===== src/include/ucb_pkg.sv =====
package ucb_pkg;
	// ---------------------------------------------------------------
	// Setup packet fields
	// ---------------------------------------------------------------
	localparam logic [7:0] REQ_TYPE_CLASS_OUT = 8'h21;
	localparam logic [7:0] REQ_SET_REPORT     = 8'h09;
	localparam logic [7:0] REQ_INDEX_IFACE    = 8'h03;

	// ---------------------------------------------------------------
	// Packet byte 0 encoding
	// ---------------------------------------------------------------
	localparam logic [7:0] OP_READ       = 8'h00;
	localparam logic [7:0] OP_WRITE      = 8'h10;
	localparam logic [7:0] SEL_GPIO      = 8'h08;
	localparam logic [7:0] SEL_SPI16     = 8'h04;
	localparam logic [7:0] SEL_I2C_FAST  = 8'h02;
	localparam logic [7:0] SEL_I2C_STANDARD_SELECT   = 8'h01;
	localparam logic [7:0] SEL_SPI8      = 8'h00;
	localparam logic [7:0] FLAG_DONE     = 8'h20;
	localparam logic [7:0] FLAG_BUS_FAIL = 8'h40;
	localparam logic [7:0] FLAG_BAD_REQ  = 8'h80;

	// ---------------------------------------------------------------
	// Packet layout
	// ---------------------------------------------------------------
	localparam int         PKT_MAX      = 64;
	localparam int         DATA_MAX     = 60;
	localparam int         DATA_START   = 4;
	localparam int         RESP_MAX     = 42;
	localparam logic [6:0] GPIO_MASK    = 7'h7F;

	// ---------------------------------------------------------------
	// Timing at 10 MHz
	// ---------------------------------------------------------------
	localparam int CLK_HZ       = 10_000_000;
	localparam int I2C_STANDARD_SELECT_HZ   = 100_000;
	localparam int I2C_FAST_HZ  = 400_000;
	localparam int SPI_HZ       = 1_000_000;
	localparam int I2C_STANDARD_SELECT_DIV  = CLK_HZ / (4 * I2C_STANDARD_SELECT_HZ);
	localparam int I2C_FAST_DIV = CLK_HZ / (4 * I2C_FAST_HZ);
	localparam int SPI_DIV      = CLK_HZ / (4 * SPI_HZ);
endpackage


===== src/rtl/ucb_serial_engine.sv =====
`timescale 1ns/1ps
// Bit engine: one I2C start, stop or byte, or one SPI byte, per command, quarter-bit timed
module ucb_serial_engine (
	// Clock and reset
	input  wire logic       clk_sys,
	input  wire logic       srst,
	// Command
	input  wire logic       cmd_go,
	input  wire logic [2:0] cmd_kind,
	input  wire logic       cmd_fast,
	input  wire logic [7:0] cmd_byte,
	output logic            cmd_done,
	output logic [7:0]      cmd_rx,
	output logic            cmd_nack,
	// I2C pins, enable low drives low
	input  wire logic       scl_in,
	input  wire logic       sda_in,
	output logic            scl_oe_n,
	output logic            sda_oe_n,
	// SPI pins
	output logic            spi_sclk,
	output logic            spi_mosi,
	input  wire logic       spi_miso
);
	// Kinds: 0 start, 1 stop, 2 i2c write, 3 i2c read ack, 4 i2c read nack, 5 spi
	logic [7:0] div_cnt;
	logic [7:0] div_top;
	logic [1:0] phase;
	logic [3:0] bit_idx;
	logic       busy;
	logic [7:0] sh;
	logic [2:0] kind;
	logic       tick;
	logic       last_bit;

	assign div_top  = kind == 3'd5 ? 8'(ucb_pkg::SPI_DIV - 1) :
		cmd_fast ? 8'(ucb_pkg::I2C_FAST_DIV - 1) : 8'(ucb_pkg::I2C_STANDARD_SELECT_DIV - 1);
	assign tick     = busy && div_cnt == div_top;
	assign last_bit = (kind <= 3'd1) ? 1'b1 : (kind == 3'd5 ? bit_idx == 4'd7 : bit_idx == 4'd8);

	always_ff @(posedge clk_sys) begin
		if (srst || !busy || tick) begin
			div_cnt <= 8'h00;
		end else begin
			div_cnt <= div_cnt + 8'h01;
		end
	end

	always_ff @(posedge clk_sys) begin
		if (srst) begin
			busy     <= 1'b0;
			cmd_done <= 1'b0;
			phase    <= 2'd0;
			bit_idx  <= 4'd0;
			sh       <= 8'h00;
			kind     <= 3'd0;
			cmd_rx   <= 8'h00;
			cmd_nack <= 1'b0;
			scl_oe_n <= 1'b1;
			sda_oe_n <= 1'b1;
			spi_sclk <= 1'b0;
			spi_mosi <= 1'b0;
		end else begin
			cmd_done <= 1'b0;
			if (cmd_go && !busy) begin
				busy    <= 1'b1;
				kind    <= cmd_kind;
				sh      <= cmd_byte;
				phase   <= 2'd0;
				bit_idx <= 4'd0;
			end else if (tick) begin
				phase <= phase + 2'd1;
				unique case (kind)
				3'd0: begin
					if (phase == 2'd0) begin
						sda_oe_n <= 1'b1;
					end else if (phase == 2'd1) begin
						scl_oe_n <= 1'b1;
					end else if (phase == 2'd2) begin
						sda_oe_n <= 1'b0;
					end else begin
						scl_oe_n <= 1'b0;
					end
				end
				3'd1: begin
					if (phase == 2'd0) begin
						sda_oe_n <= 1'b0;
					end else if (phase == 2'd1) begin
						scl_oe_n <= 1'b1;
					end else if (phase == 2'd2) begin
						sda_oe_n <= 1'b1;
					end
				end
				3'd5: begin
					if (phase == 2'd0) begin
						spi_mosi <= sh[7];
					end else if (phase == 2'd1) begin
						spi_sclk <= 1'b1;
						sh       <= {sh[6:0], spi_miso};
					end else if (phase == 2'd3) begin
						spi_sclk <= 1'b0;
					end
				end
				default: begin
					if (phase == 2'd0) begin
						if (bit_idx == 4'd8) begin
							sda_oe_n <= kind == 3'd3 ? 1'b0 : 1'b1;
						end else begin
							sda_oe_n <= kind == 3'd2 ? sh[7] : 1'b1;
						end
					end else if (phase == 2'd1) begin
						scl_oe_n <= 1'b1;
					end else if (phase == 2'd2 && scl_in) begin
						if (bit_idx == 4'd8) begin
							cmd_nack <= kind == 3'd2 ? sda_in : 1'b0;
						end else begin
							sh <= {sh[6:0], sda_in};
						end
					end else if (phase == 2'd3) begin
						scl_oe_n <= 1'b0;
					end
				end
				endcase
				if (phase == 2'd3) begin
					bit_idx <= bit_idx + 4'd1;
					if (last_bit) begin
						busy     <= 1'b0;
						cmd_done <= 1'b1;
						// Start and stop keep the last byte's data
						if (kind >= 3'd2) begin
							cmd_rx <= kind == 3'd2 ? cmd_byte : sh;
						end
						if (kind == 3'd2 && bit_idx == 4'd8) begin
							sda_oe_n <= 1'b1;
						end
					end
				end
			end
		end
	end
endmodule


===== src/rtl/ucb_command_bridge.sv =====
`timescale 1ns/1ps
module ucb_command_bridge (
	// Clock and reset
	input  wire logic       clk_sys,
	input  wire logic       srst,
	// Control endpoint setup and data stage
	input  wire logic       setup_valid,
	input  wire logic [7:0] setup_req_type,
	input  wire logic [7:0] setup_request,
	input  wire logic [7:0] setup_index,
	input  wire logic       rx_valid,
	input  wire logic [7:0] rx_data,
	input  wire logic       rx_last,
	output logic            rx_ready,
	// Interrupt IN response stream
	output logic            tx_valid,
	output logic [7:0]      tx_data,
	output logic            tx_last,
	input  wire logic       tx_ready,
	// I2C pins, enable low drives low
	input  wire logic       scl_in,
	input  wire logic       sda_in,
	output logic            scl_oe_n,
	output logic            sda_oe_n,
	// SPI pins
	output logic            spi_sclk,
	output logic            spi_mosi,
	output logic            spi_cs_n,
	input  wire logic       spi_miso,
	// GPIO lines
	input  wire logic [6:0] gpio_in,
	output logic [6:0]      gpio_out,
	output logic            busy
);
	typedef enum logic [2:0] {
		UCB_IDLE  = 3'b000,
		UCB_RECV  = 3'b001,
		UCB_RUN   = 3'b010,
		UCB_WAIT  = 3'b011,
		UCB_SEND  = 3'b100
	} ucb_state_e;

	// ---------------------------------------------------------------
	// Packet store and control
	// ---------------------------------------------------------------
	ucb_state_e state;
	logic [7:0] pkt [ucb_pkg::PKT_MAX];
	logic [6:0] wr_idx;
	logic [6:0] rd_idx;
	logic [6:0] tx_len;
	logic [5:0] step;
	logic       armed;
	logic       failed;
	logic       go;
	logic [2:0] kind;
	logic [7:0] obyte;
	logic       eng_done;
	logic [7:0] eng_rx;
	logic       eng_nack;
	logic [7:0] sel;
	logic       is_write;
	logic       valid_req;
	logic       is_i2c;
	logic [6:0] nbytes;
	logic [5:0] last_step;

	assign sel       = pkt[0] & 8'h0F;
	assign is_write  = (pkt[0] & ucb_pkg::OP_WRITE) != 8'h00;
	assign valid_req = (pkt[0] & 8'hE0) == 8'h00 && (sel == ucb_pkg::SEL_GPIO ||
		sel == ucb_pkg::SEL_SPI16 || sel == ucb_pkg::SEL_I2C_FAST ||
		sel == ucb_pkg::SEL_I2C_STANDARD_SELECT || sel == ucb_pkg::SEL_SPI8);
	assign is_i2c    = sel == ucb_pkg::SEL_I2C_STANDARD_SELECT || sel == ucb_pkg::SEL_I2C_FAST;
	assign nbytes    = pkt[2] > 8'(ucb_pkg::DATA_MAX) ? 7'(ucb_pkg::DATA_MAX) : pkt[2][6:0];

	always_ff @(posedge clk_sys) begin
		if (srst) begin
			armed <= 1'b0;
		end else if (setup_valid) begin
			armed <= setup_req_type == ucb_pkg::REQ_TYPE_CLASS_OUT &&
				setup_request == ucb_pkg::REQ_SET_REPORT &&
				setup_index == ucb_pkg::REQ_INDEX_IFACE;
		end else if (state == UCB_RECV && rx_valid && rx_last) begin
			armed <= 1'b0;
		end
	end

	always_ff @(posedge clk_sys) begin
		if (state == UCB_RECV && rx_valid && wr_idx < 7'(ucb_pkg::PKT_MAX)) begin
			pkt[wr_idx[5:0]] <= rx_data;
		end else if (eng_done && step >= 6'd2 && !is_write) begin
			pkt[6'(ucb_pkg::DATA_START) + step - 6'd2] <= eng_rx;
		end else if (state == UCB_RUN && sel == ucb_pkg::SEL_GPIO && !is_write) begin
			pkt[ucb_pkg::DATA_START] <= {1'b0, gpio_in};
		end else if (eng_done && step < 6'd2 && !is_i2c) begin
			pkt[step == 6'd0 ? 1 : 3] <= eng_rx;
		end
	end

	// ---------------------------------------------------------------
	// Sequencer: I2C start, addr, reg, data, stop
	// ---------------------------------------------------------------
	always_comb begin
		last_step = 6'd1 + 6'(nbytes);
		kind      = 3'd5;
		obyte     = 8'h00;
		if (!is_i2c) begin
			obyte = step == 6'd0 ? pkt[1] : step == 6'd1 ? pkt[3] :
				is_write ? pkt[6'(ucb_pkg::DATA_START) + step - 6'd2] : 8'h00;
		end else begin
			kind  = step >= 6'd2 && !is_write ? (step == last_step ? 3'd4 : 3'd3) : 3'd2;
			obyte = step == 6'd0 ? {pkt[1][7:1], 1'b0} : step == 6'd1 ? pkt[3] :
				pkt[6'(ucb_pkg::DATA_START) + step - 6'd2];
		end
	end

	always_ff @(posedge clk_sys) begin
		if (srst) begin
			state    <= UCB_IDLE;
			wr_idx   <= 7'd0;
			rd_idx   <= 7'd0;
			tx_len   <= 7'd0;
			step     <= 6'd0;
			failed   <= 1'b0;
			go       <= 1'b0;
			spi_cs_n <= 1'b1;
			gpio_out <= 7'h00;
			tx_valid <= 1'b0;
			tx_data  <= 8'h00;
			tx_last  <= 1'b0;
			busy     <= 1'b0;
			rx_ready <= 1'b0;
		end else begin
			go <= 1'b0;
			unique case (state)
			UCB_IDLE: begin
				wr_idx <= 7'd0;
				busy   <= 1'b0;
				if (setup_valid) begin
					state    <= UCB_RECV;
					busy     <= 1'b1;
					rx_ready <= 1'b1;
				end
			end
			UCB_RECV: begin
				if (rx_valid) begin
					wr_idx <= wr_idx + 7'd1;
					if (rx_last) begin
						state  <= armed ? UCB_RUN : UCB_IDLE;
						rx_ready <= 1'b0;
						step   <= 6'd0;
						failed <= 1'b0;
					end
				end
			end
			UCB_RUN: begin
				if (!valid_req || sel == ucb_pkg::SEL_GPIO) begin
					if (valid_req && is_write) begin
						gpio_out <= pkt[ucb_pkg::DATA_START][6:0] & ucb_pkg::GPIO_MASK;
					end
					state <= UCB_SEND;
				end else begin
					spi_cs_n <= is_i2c;
					go       <= 1'b1;
					state    <= UCB_WAIT;
				end
				rd_idx <= 7'd0;
				tx_len <= 7'(ucb_pkg::DATA_START) +
					(sel == ucb_pkg::SEL_GPIO ? 7'd1 : nbytes);
			end
			UCB_WAIT: begin
				if (eng_done) begin
					if (eng_nack && is_i2c) begin
						failed <= 1'b1;
					end
					if (step == last_step || (eng_nack && is_i2c)) begin
						spi_cs_n <= 1'b1;
						state    <= UCB_SEND;
					end else begin
						step <= step + 6'd1;
						go   <= 1'b1;
					end
				end
			end
			UCB_SEND: begin
				if (!tx_valid || tx_ready) begin
					if (rd_idx == tx_len) begin
						tx_valid <= 1'b0;
						tx_last  <= 1'b0;
						state    <= UCB_IDLE;
					end else begin
						tx_valid <= 1'b1;
						tx_last  <= rd_idx == tx_len - 7'd1;
						tx_data  <= rd_idx != 7'd0 ? pkt[rd_idx[5:0]] :
							pkt[0] | (!valid_req ? ucb_pkg::FLAG_BAD_REQ :
							failed ? ucb_pkg::FLAG_BUS_FAIL : ucb_pkg::FLAG_DONE);
						rd_idx   <= rd_idx + 7'd1;
					end
				end
			end
			default: begin
				state    <= UCB_IDLE;
				rx_ready <= 1'b0;
			end
			endcase
		end
	end

	// ---------------------------------------------------------------
	// Byte engine, wrapped in I2C start and stop by a small sub-sequence
	// ---------------------------------------------------------------
	logic [1:0] frame;
	logic       eng_go;
	logic [2:0] eng_kind;
	logic       eng_ack;
	logic       raw_done;

	// frame: 0 byte, 1 start in flight, 2 stop in flight, 3 stop done
	always_ff @(posedge clk_sys) begin
		if (srst) begin
			frame <= 2'd0;
		end else if (go && is_i2c && step == 6'd0) begin
			frame <= 2'd1;
		end else if (raw_done && frame == 2'd1) begin
			frame <= 2'd0;
		end else if (raw_done && is_i2c && frame == 2'd0 &&
			(step == last_step || eng_nack)) begin
			frame <= 2'd2;
		end else if (raw_done && frame == 2'd2) begin
			frame <= 2'd3;
		end else if (frame == 2'd3) begin
			frame <= 2'd0;
		end
	end

	// Start goes out with the first go, stop right after the last byte or a nacked byte
	assign eng_kind = (go && is_i2c && step == 6'd0) ? 3'd0 :
		(raw_done && is_i2c && frame == 2'd0 && (step == last_step || eng_nack)) ? 3'd1 : kind;
	assign eng_go   = (go && !(is_i2c && step == 6'd0)) || (raw_done && frame != 2'd3 &&
		(frame == 2'd1 || (frame == 2'd0 && is_i2c && (step == last_step || eng_nack)))) ||
		(go && is_i2c && step == 6'd0);
	assign eng_ack  = is_i2c ? frame == 2'd3 || (raw_done && frame == 2'd0 &&
		step != last_step && !eng_nack) : raw_done;
	assign eng_done = eng_ack;

	ucb_serial_engine u_engine (
		.clk_sys  (clk_sys),
		.srst     (srst),
		.cmd_go   (eng_go),
		.cmd_kind (eng_kind),
		.cmd_fast (sel == ucb_pkg::SEL_I2C_FAST),
		.cmd_byte (obyte),
		.cmd_done (raw_done),
		.cmd_rx   (eng_rx),
		.cmd_nack (eng_nack),
		.scl_in   (scl_in),
		.sda_in   (sda_in),
		.scl_oe_n (scl_oe_n),
		.sda_oe_n (sda_oe_n),
		.spi_sclk (spi_sclk),
		.spi_mosi (spi_mosi),
		.spi_miso (spi_miso)
	);
endmodule


===== config.mk =====
export PLATFORM = sky130hd
export DESIGN_NAME = ucb_command_bridge
export DESIGN_NICKNAME = d
export VERILOG_FILES = /design/src/include/ucb_pkg.sv /design/src/rtl/ucb_serial_engine.sv /design/src/rtl/ucb_command_bridge.sv
export SDC_FILE = /design/constraint.sdc
export NUM_CORES = 1
export LEC_CHECK = 0
export BUFFER_PORTS_ARGS = -buffer_cell sky130_fd_sc_hd__buf_2
export CAP_MARGIN = 30
export CORE_MARGIN = 1.5
export CORE_UTILIZATION = 35
export DETAILED_ROUTE_END_ITERATION = 16
export PLACE_DENSITY_LB_ADDON = 0.2
export SLEW_MARGIN = 20
export SYNTH_ARGS = -nofsm -noshare
export SYNTH_HDL_FRONTEND = slang
export SYNTH_SLANG_ARGS = --single-unit

===== constraint.sdc =====
create_clock -name clk_sys -period 5.4 [get_ports clk_sys]
set_clock_uncertainty 0.05 [all_clocks]
set_input_delay 0.81 -clock clk_sys [delete_from_list [all_inputs] [get_ports clk_sys]]
set_output_delay 0.81 -clock clk_sys [all_outputs]
set_load 0.02 [all_outputs]

==> flow_metrics.env <==
export IMPL_synth_fp_nets=1858
export IMPL_netlist_area_leader_share_pct=51.8
export IMPL_grt_start_max_net_pins=69
export IMPL_insertedDiodeCount=0
export IMPL_count_of_buffers_added_by_post_cts_timing_repair_for_setup=0
export IMPL_dieWidth_um=294
export IMPL_routed_wl_mm=87.1
export IMPL_cts_buffers=71
export IMPL_post_synth_edffs=512
export IMPL_async_reset_ff_share_pct=0
export IMPL_crit_path_end_kind="register"
export IMPL_netlist_instances=1792
export IMPL_ratio_of_total_power_to_cell_area_mw_per_mm2=299
export IMPL_viasPerCell=5.84
export IMPL_cts_sink_count=613
export IMPL_vdd_ir_drop_worst_mv=0.263
export IMPL_tightestPinTransition_ns=0.933
export IMPL_number_of_iterations_in_the_first_detailed_routing_pass=7
export IMPL_fin_nets=1980
export IMPL_synth_flop_cell="edfxtp_1"
export IMPL_final_hold_viol_count=0
export IMPL_startpoint_of_the_worst_slack_reg_to_reg_timing_path="pkt[2][6]$_DFFE_PP_"
export IMPL_worstPathArrival_ns=5.20
export IMPL_mostFrequentLayoutCell="edfxtp_1"
export IMPL_critical_path_type="register to register"
export IMPL_placement_rows=106
export IMPL_setup_repair_after_global_routing_missed_its_margin="false"
export IMPL_setup_violations_final=0
export IMPL_layout_worst_path_cycle_share_pct=92.7
export IMPL_seq_area_frac_synth_pct=58.6
export IMPL_first_global_vias=18212
export IMPL_post_cts_hold_buffer_count=0
export IMPL_worst_hold_path_endpoint="busy$_SDFFE_PP0P_"
export IMPL_worst_ep_required_time_ns=5.59
export IMPL_cts_max_level=3
export IMPL_drive_above_1_share_pct=32.7
export IMPL_post_placement_worst_setup_slack_ns=0.474
export IMPL_vias=18100
export IMPL_drt_drc_violations_left=0
export IMPL_synth_warning_count=0
export IMPL_port_buffers=71
export IMPL_cts_repair_resize_count=0
export IMPL_critPathMaxFanout=9
export IMPL_core_ar_mm2=0.0838
export IMPL_synthesis_area_mm2=0.0297
export IMPL_post_synth_num_cell_types=79
export IMPL_maxCapViolations=0
export IMPL_cts_reportedPaths_clkPinSlew_ns=0.06
export IMPL_hold_path_startpoint="setup_valid"
export IMPL_most_common_layout_cells="edfxtp_1, mux4_2, nor2_1, dfxtp_1, buf_4"
export IMPL_grt_antenna_before_repair=0
export IMPL_grt_overflow_total=0
export IMPL_grt_first_pass_wirelength_mm=128
export IMPL_timing_hold_worst_class="input pin to register"
export IMPL_fin_crit_ns=5.00
export IMPL_initialDrtViolationCount=1743
export IMPL_grt_util_all_layers_pct=20.3
export IMPL_chipHeight_um=294
export IMPL_synth_area_leaders="edfxtp_1, mux4_2, dfxtp_1, nor2_1, mux2i_1"
export IMPL_run_status="completed"
export IMPL_worst_hold_depth=3
export IMPL_ioPinCount=72
export IMPL_hpwl_mm=59.5
export IMPL_synthDominantAreaCellType="edfxtp_1"
export IMPL_p_leak_nw=10.5
export IMPL_finalWorstSetupSlack_ns=0.396
export IMPL_route_detailed_wl_per_inst_um=28.1
export IMPL_critical_path_startpoint_type="register"
export IMPL_gp_congestion=0.884
export IMPL_die_area_mm2=0.0865
export IMPL_clockRootBuffer="clkbuf_16"
export IMPL_ant_nets=0
export IMPL_reg2reg_path_depth=12
export IMPL_area_growth_syn_to_layout_pct=15.6
export IMPL_reg2reg_to="pkt[3][6]$_DFFE_PP_"
export IMPL_syn_avg_cell_area_um2=16.6
export IMPL_flop2flop_setup_slack_ns=0.40
export IMPL_layout_core_utilization_pct=40.9
export IMPL_worstSkewPairLatency_ns=0.62
export IMPL_floorplan_initialDensity_pct=35.4
export IMPL_yosys_register_bits=613
export IMPL_tns_ns=0
export IMPL_maxSlewViolCount=0
export IMPL_clockBufferDepth=3
export IMPL_maximum_operating_frequency_mhz=200
export IMPL_cts_tree="built"
export IMPL_maxSlewHeadroom_pct=37.8
==> where the power goes <==
group          internal (mW)  switching [mW]
Clock                   2.99            1.93
Combinational         0.0545           0.135
Sequential              5.12          0.0136
Total                   8.16            2.07
==> metal layers <==
| metal | vias to the layer above | part of all wire, % | track usage, % | wire length [um] |
|---|---|---|---|---|
| met5 | - | 0 | 0 | 0 |
| met2 | 760 | 49 | 33.4 | 42400 |
| li1 | 7642 | - | - | - |
| met1 | 9584 | 41 | 27.4 | 36000 |
| met3 | 114 | 7.1 | 3.31 | 6160 |
| met4 | 0 | 3.0 | 6.83 | 2590 |
==> synthesized netlist by cell type (all sizes together) (7+ instances only) <==
master    n
o21ai    28
a211oi    9
xnor2    19
inv      24
nor4     12
nor3     25
mux4    325
o211ai   21
a222oi    7
mux2i    34
clkbuf   64
nor2    160
and3     17
nand4     8
nand2b   16
ha       18
nor2b    11
buf      57
nand2    79
a32oi     7
nand3    33
dfxtp   101
o221ai    7
a21oi    58
edfxtp  512
xor2     28
==> cell families (layout without fill, tap and decap cells) <==
logic type | after synthesis | count (layout) | synth area share (%)
DFF | 613 | 613 | 58.6
and+or+nand+nor | 405 | 405 | 6.58
muxes | 362 | 362 | 25.9
AOI/OAI and AO/OA | 201 | 201 | 4.69
buffers and inverters | 145 | 319 | 1.98
xor gates and xnor gates | 47 | 47 | 1.39
adders and majority gates | 19 | 19 | 0.793
==> registers in the layout, indices dropped and copies added, names as in the netlist, 2 cells and up, named ones only <==
name,cells
frame,2
gpio_out,7
pkt,512
rd_idx,7
state,3
step,6
tx_data,8
tx_len,7
u_engine.bit_idx,4
u_engine.cmd_rx,8
u_engine.div_cnt,8
u_engine.kind,3
u_engine.phase,2
u_engine.sh,8
wr_idx,7
==> critical path, cell delays in order, from the launching register on <==
cell      delay (ns)
edfxtp_1        0.52
nor2_1          0.43
and3_1          0.27
ha_1            0.27
nand3_1         0.10
a211oi_1        0.34
xor2_1          0.19
or4_1           0.61
o21ai_1         0.44
and3_1          0.37
a22oi_1         0.29
buf_6           0.25
nor2_1          0.49
==> area by class of cell <==
| class | count | area [um2] |
|---|---|---|
| Clock buffer | 91 | 1980 |
| Clock inverter | 34 | 400 |
| Fill cell | 7550 | 49500 |
| Inverter | 24 | 90.1 |
| Multi-Input combinational cell | 1034 | 11800 |
| Sequential cell | 613 | 17400 |
| Tap cell | 1134 | 1420 |
| Timing Repair Buffer | 170 | 1230 |
==> worst max path at each step <==
stage | from | endpoint | slack, ns | depth (start not counted)
after CTS | pkt[2][6]$_DFFE_PP_ | pkt[3][6]$_DFFE_PP_ | 0.45 | 12
final | pkt[2][6]$_DFFE_PP_ | pkt[3][6]$_DFFE_PP_ | 0.40 | 12
after global placement | pkt[2][6]$_DFFE_PP_ | pkt[3][3]$_DFFE_PP_ | 0.27 | 12
after global routing | pkt[2][6]$_DFFE_PP_ | pkt[3][6]$_DFFE_PP_ | 0.17 | 13
after floorplan | pkt[2][6]$_DFFE_PP_ | pkt[0][3]$_DFFE_PP_ | 0.09 | 11
after detailed placement | pkt[2][6]$_DFFE_PP_ | pkt[3][1]$_DFFE_PP_ | 0.47 | 12
==> metrics by stage <==
step | cell area [um2] | hold WS, ns | power [mW] | cells
floorplan | 29700 | 0.377 | 5.33 | 1792
global placement | 31900 | 0.402 | 5.42 | 2973
detailed placement | 31900 | 0.402 | 5.43 | 2975
CTS | 34300 | 0.404 | 10.3 | 3100
global route | 34300 | 0.430 | 10.5 | 3100
finish | 34300 | 0.418 | 10.2 | 3100
No activity file was read; power rests on OpenSTA's default activity.
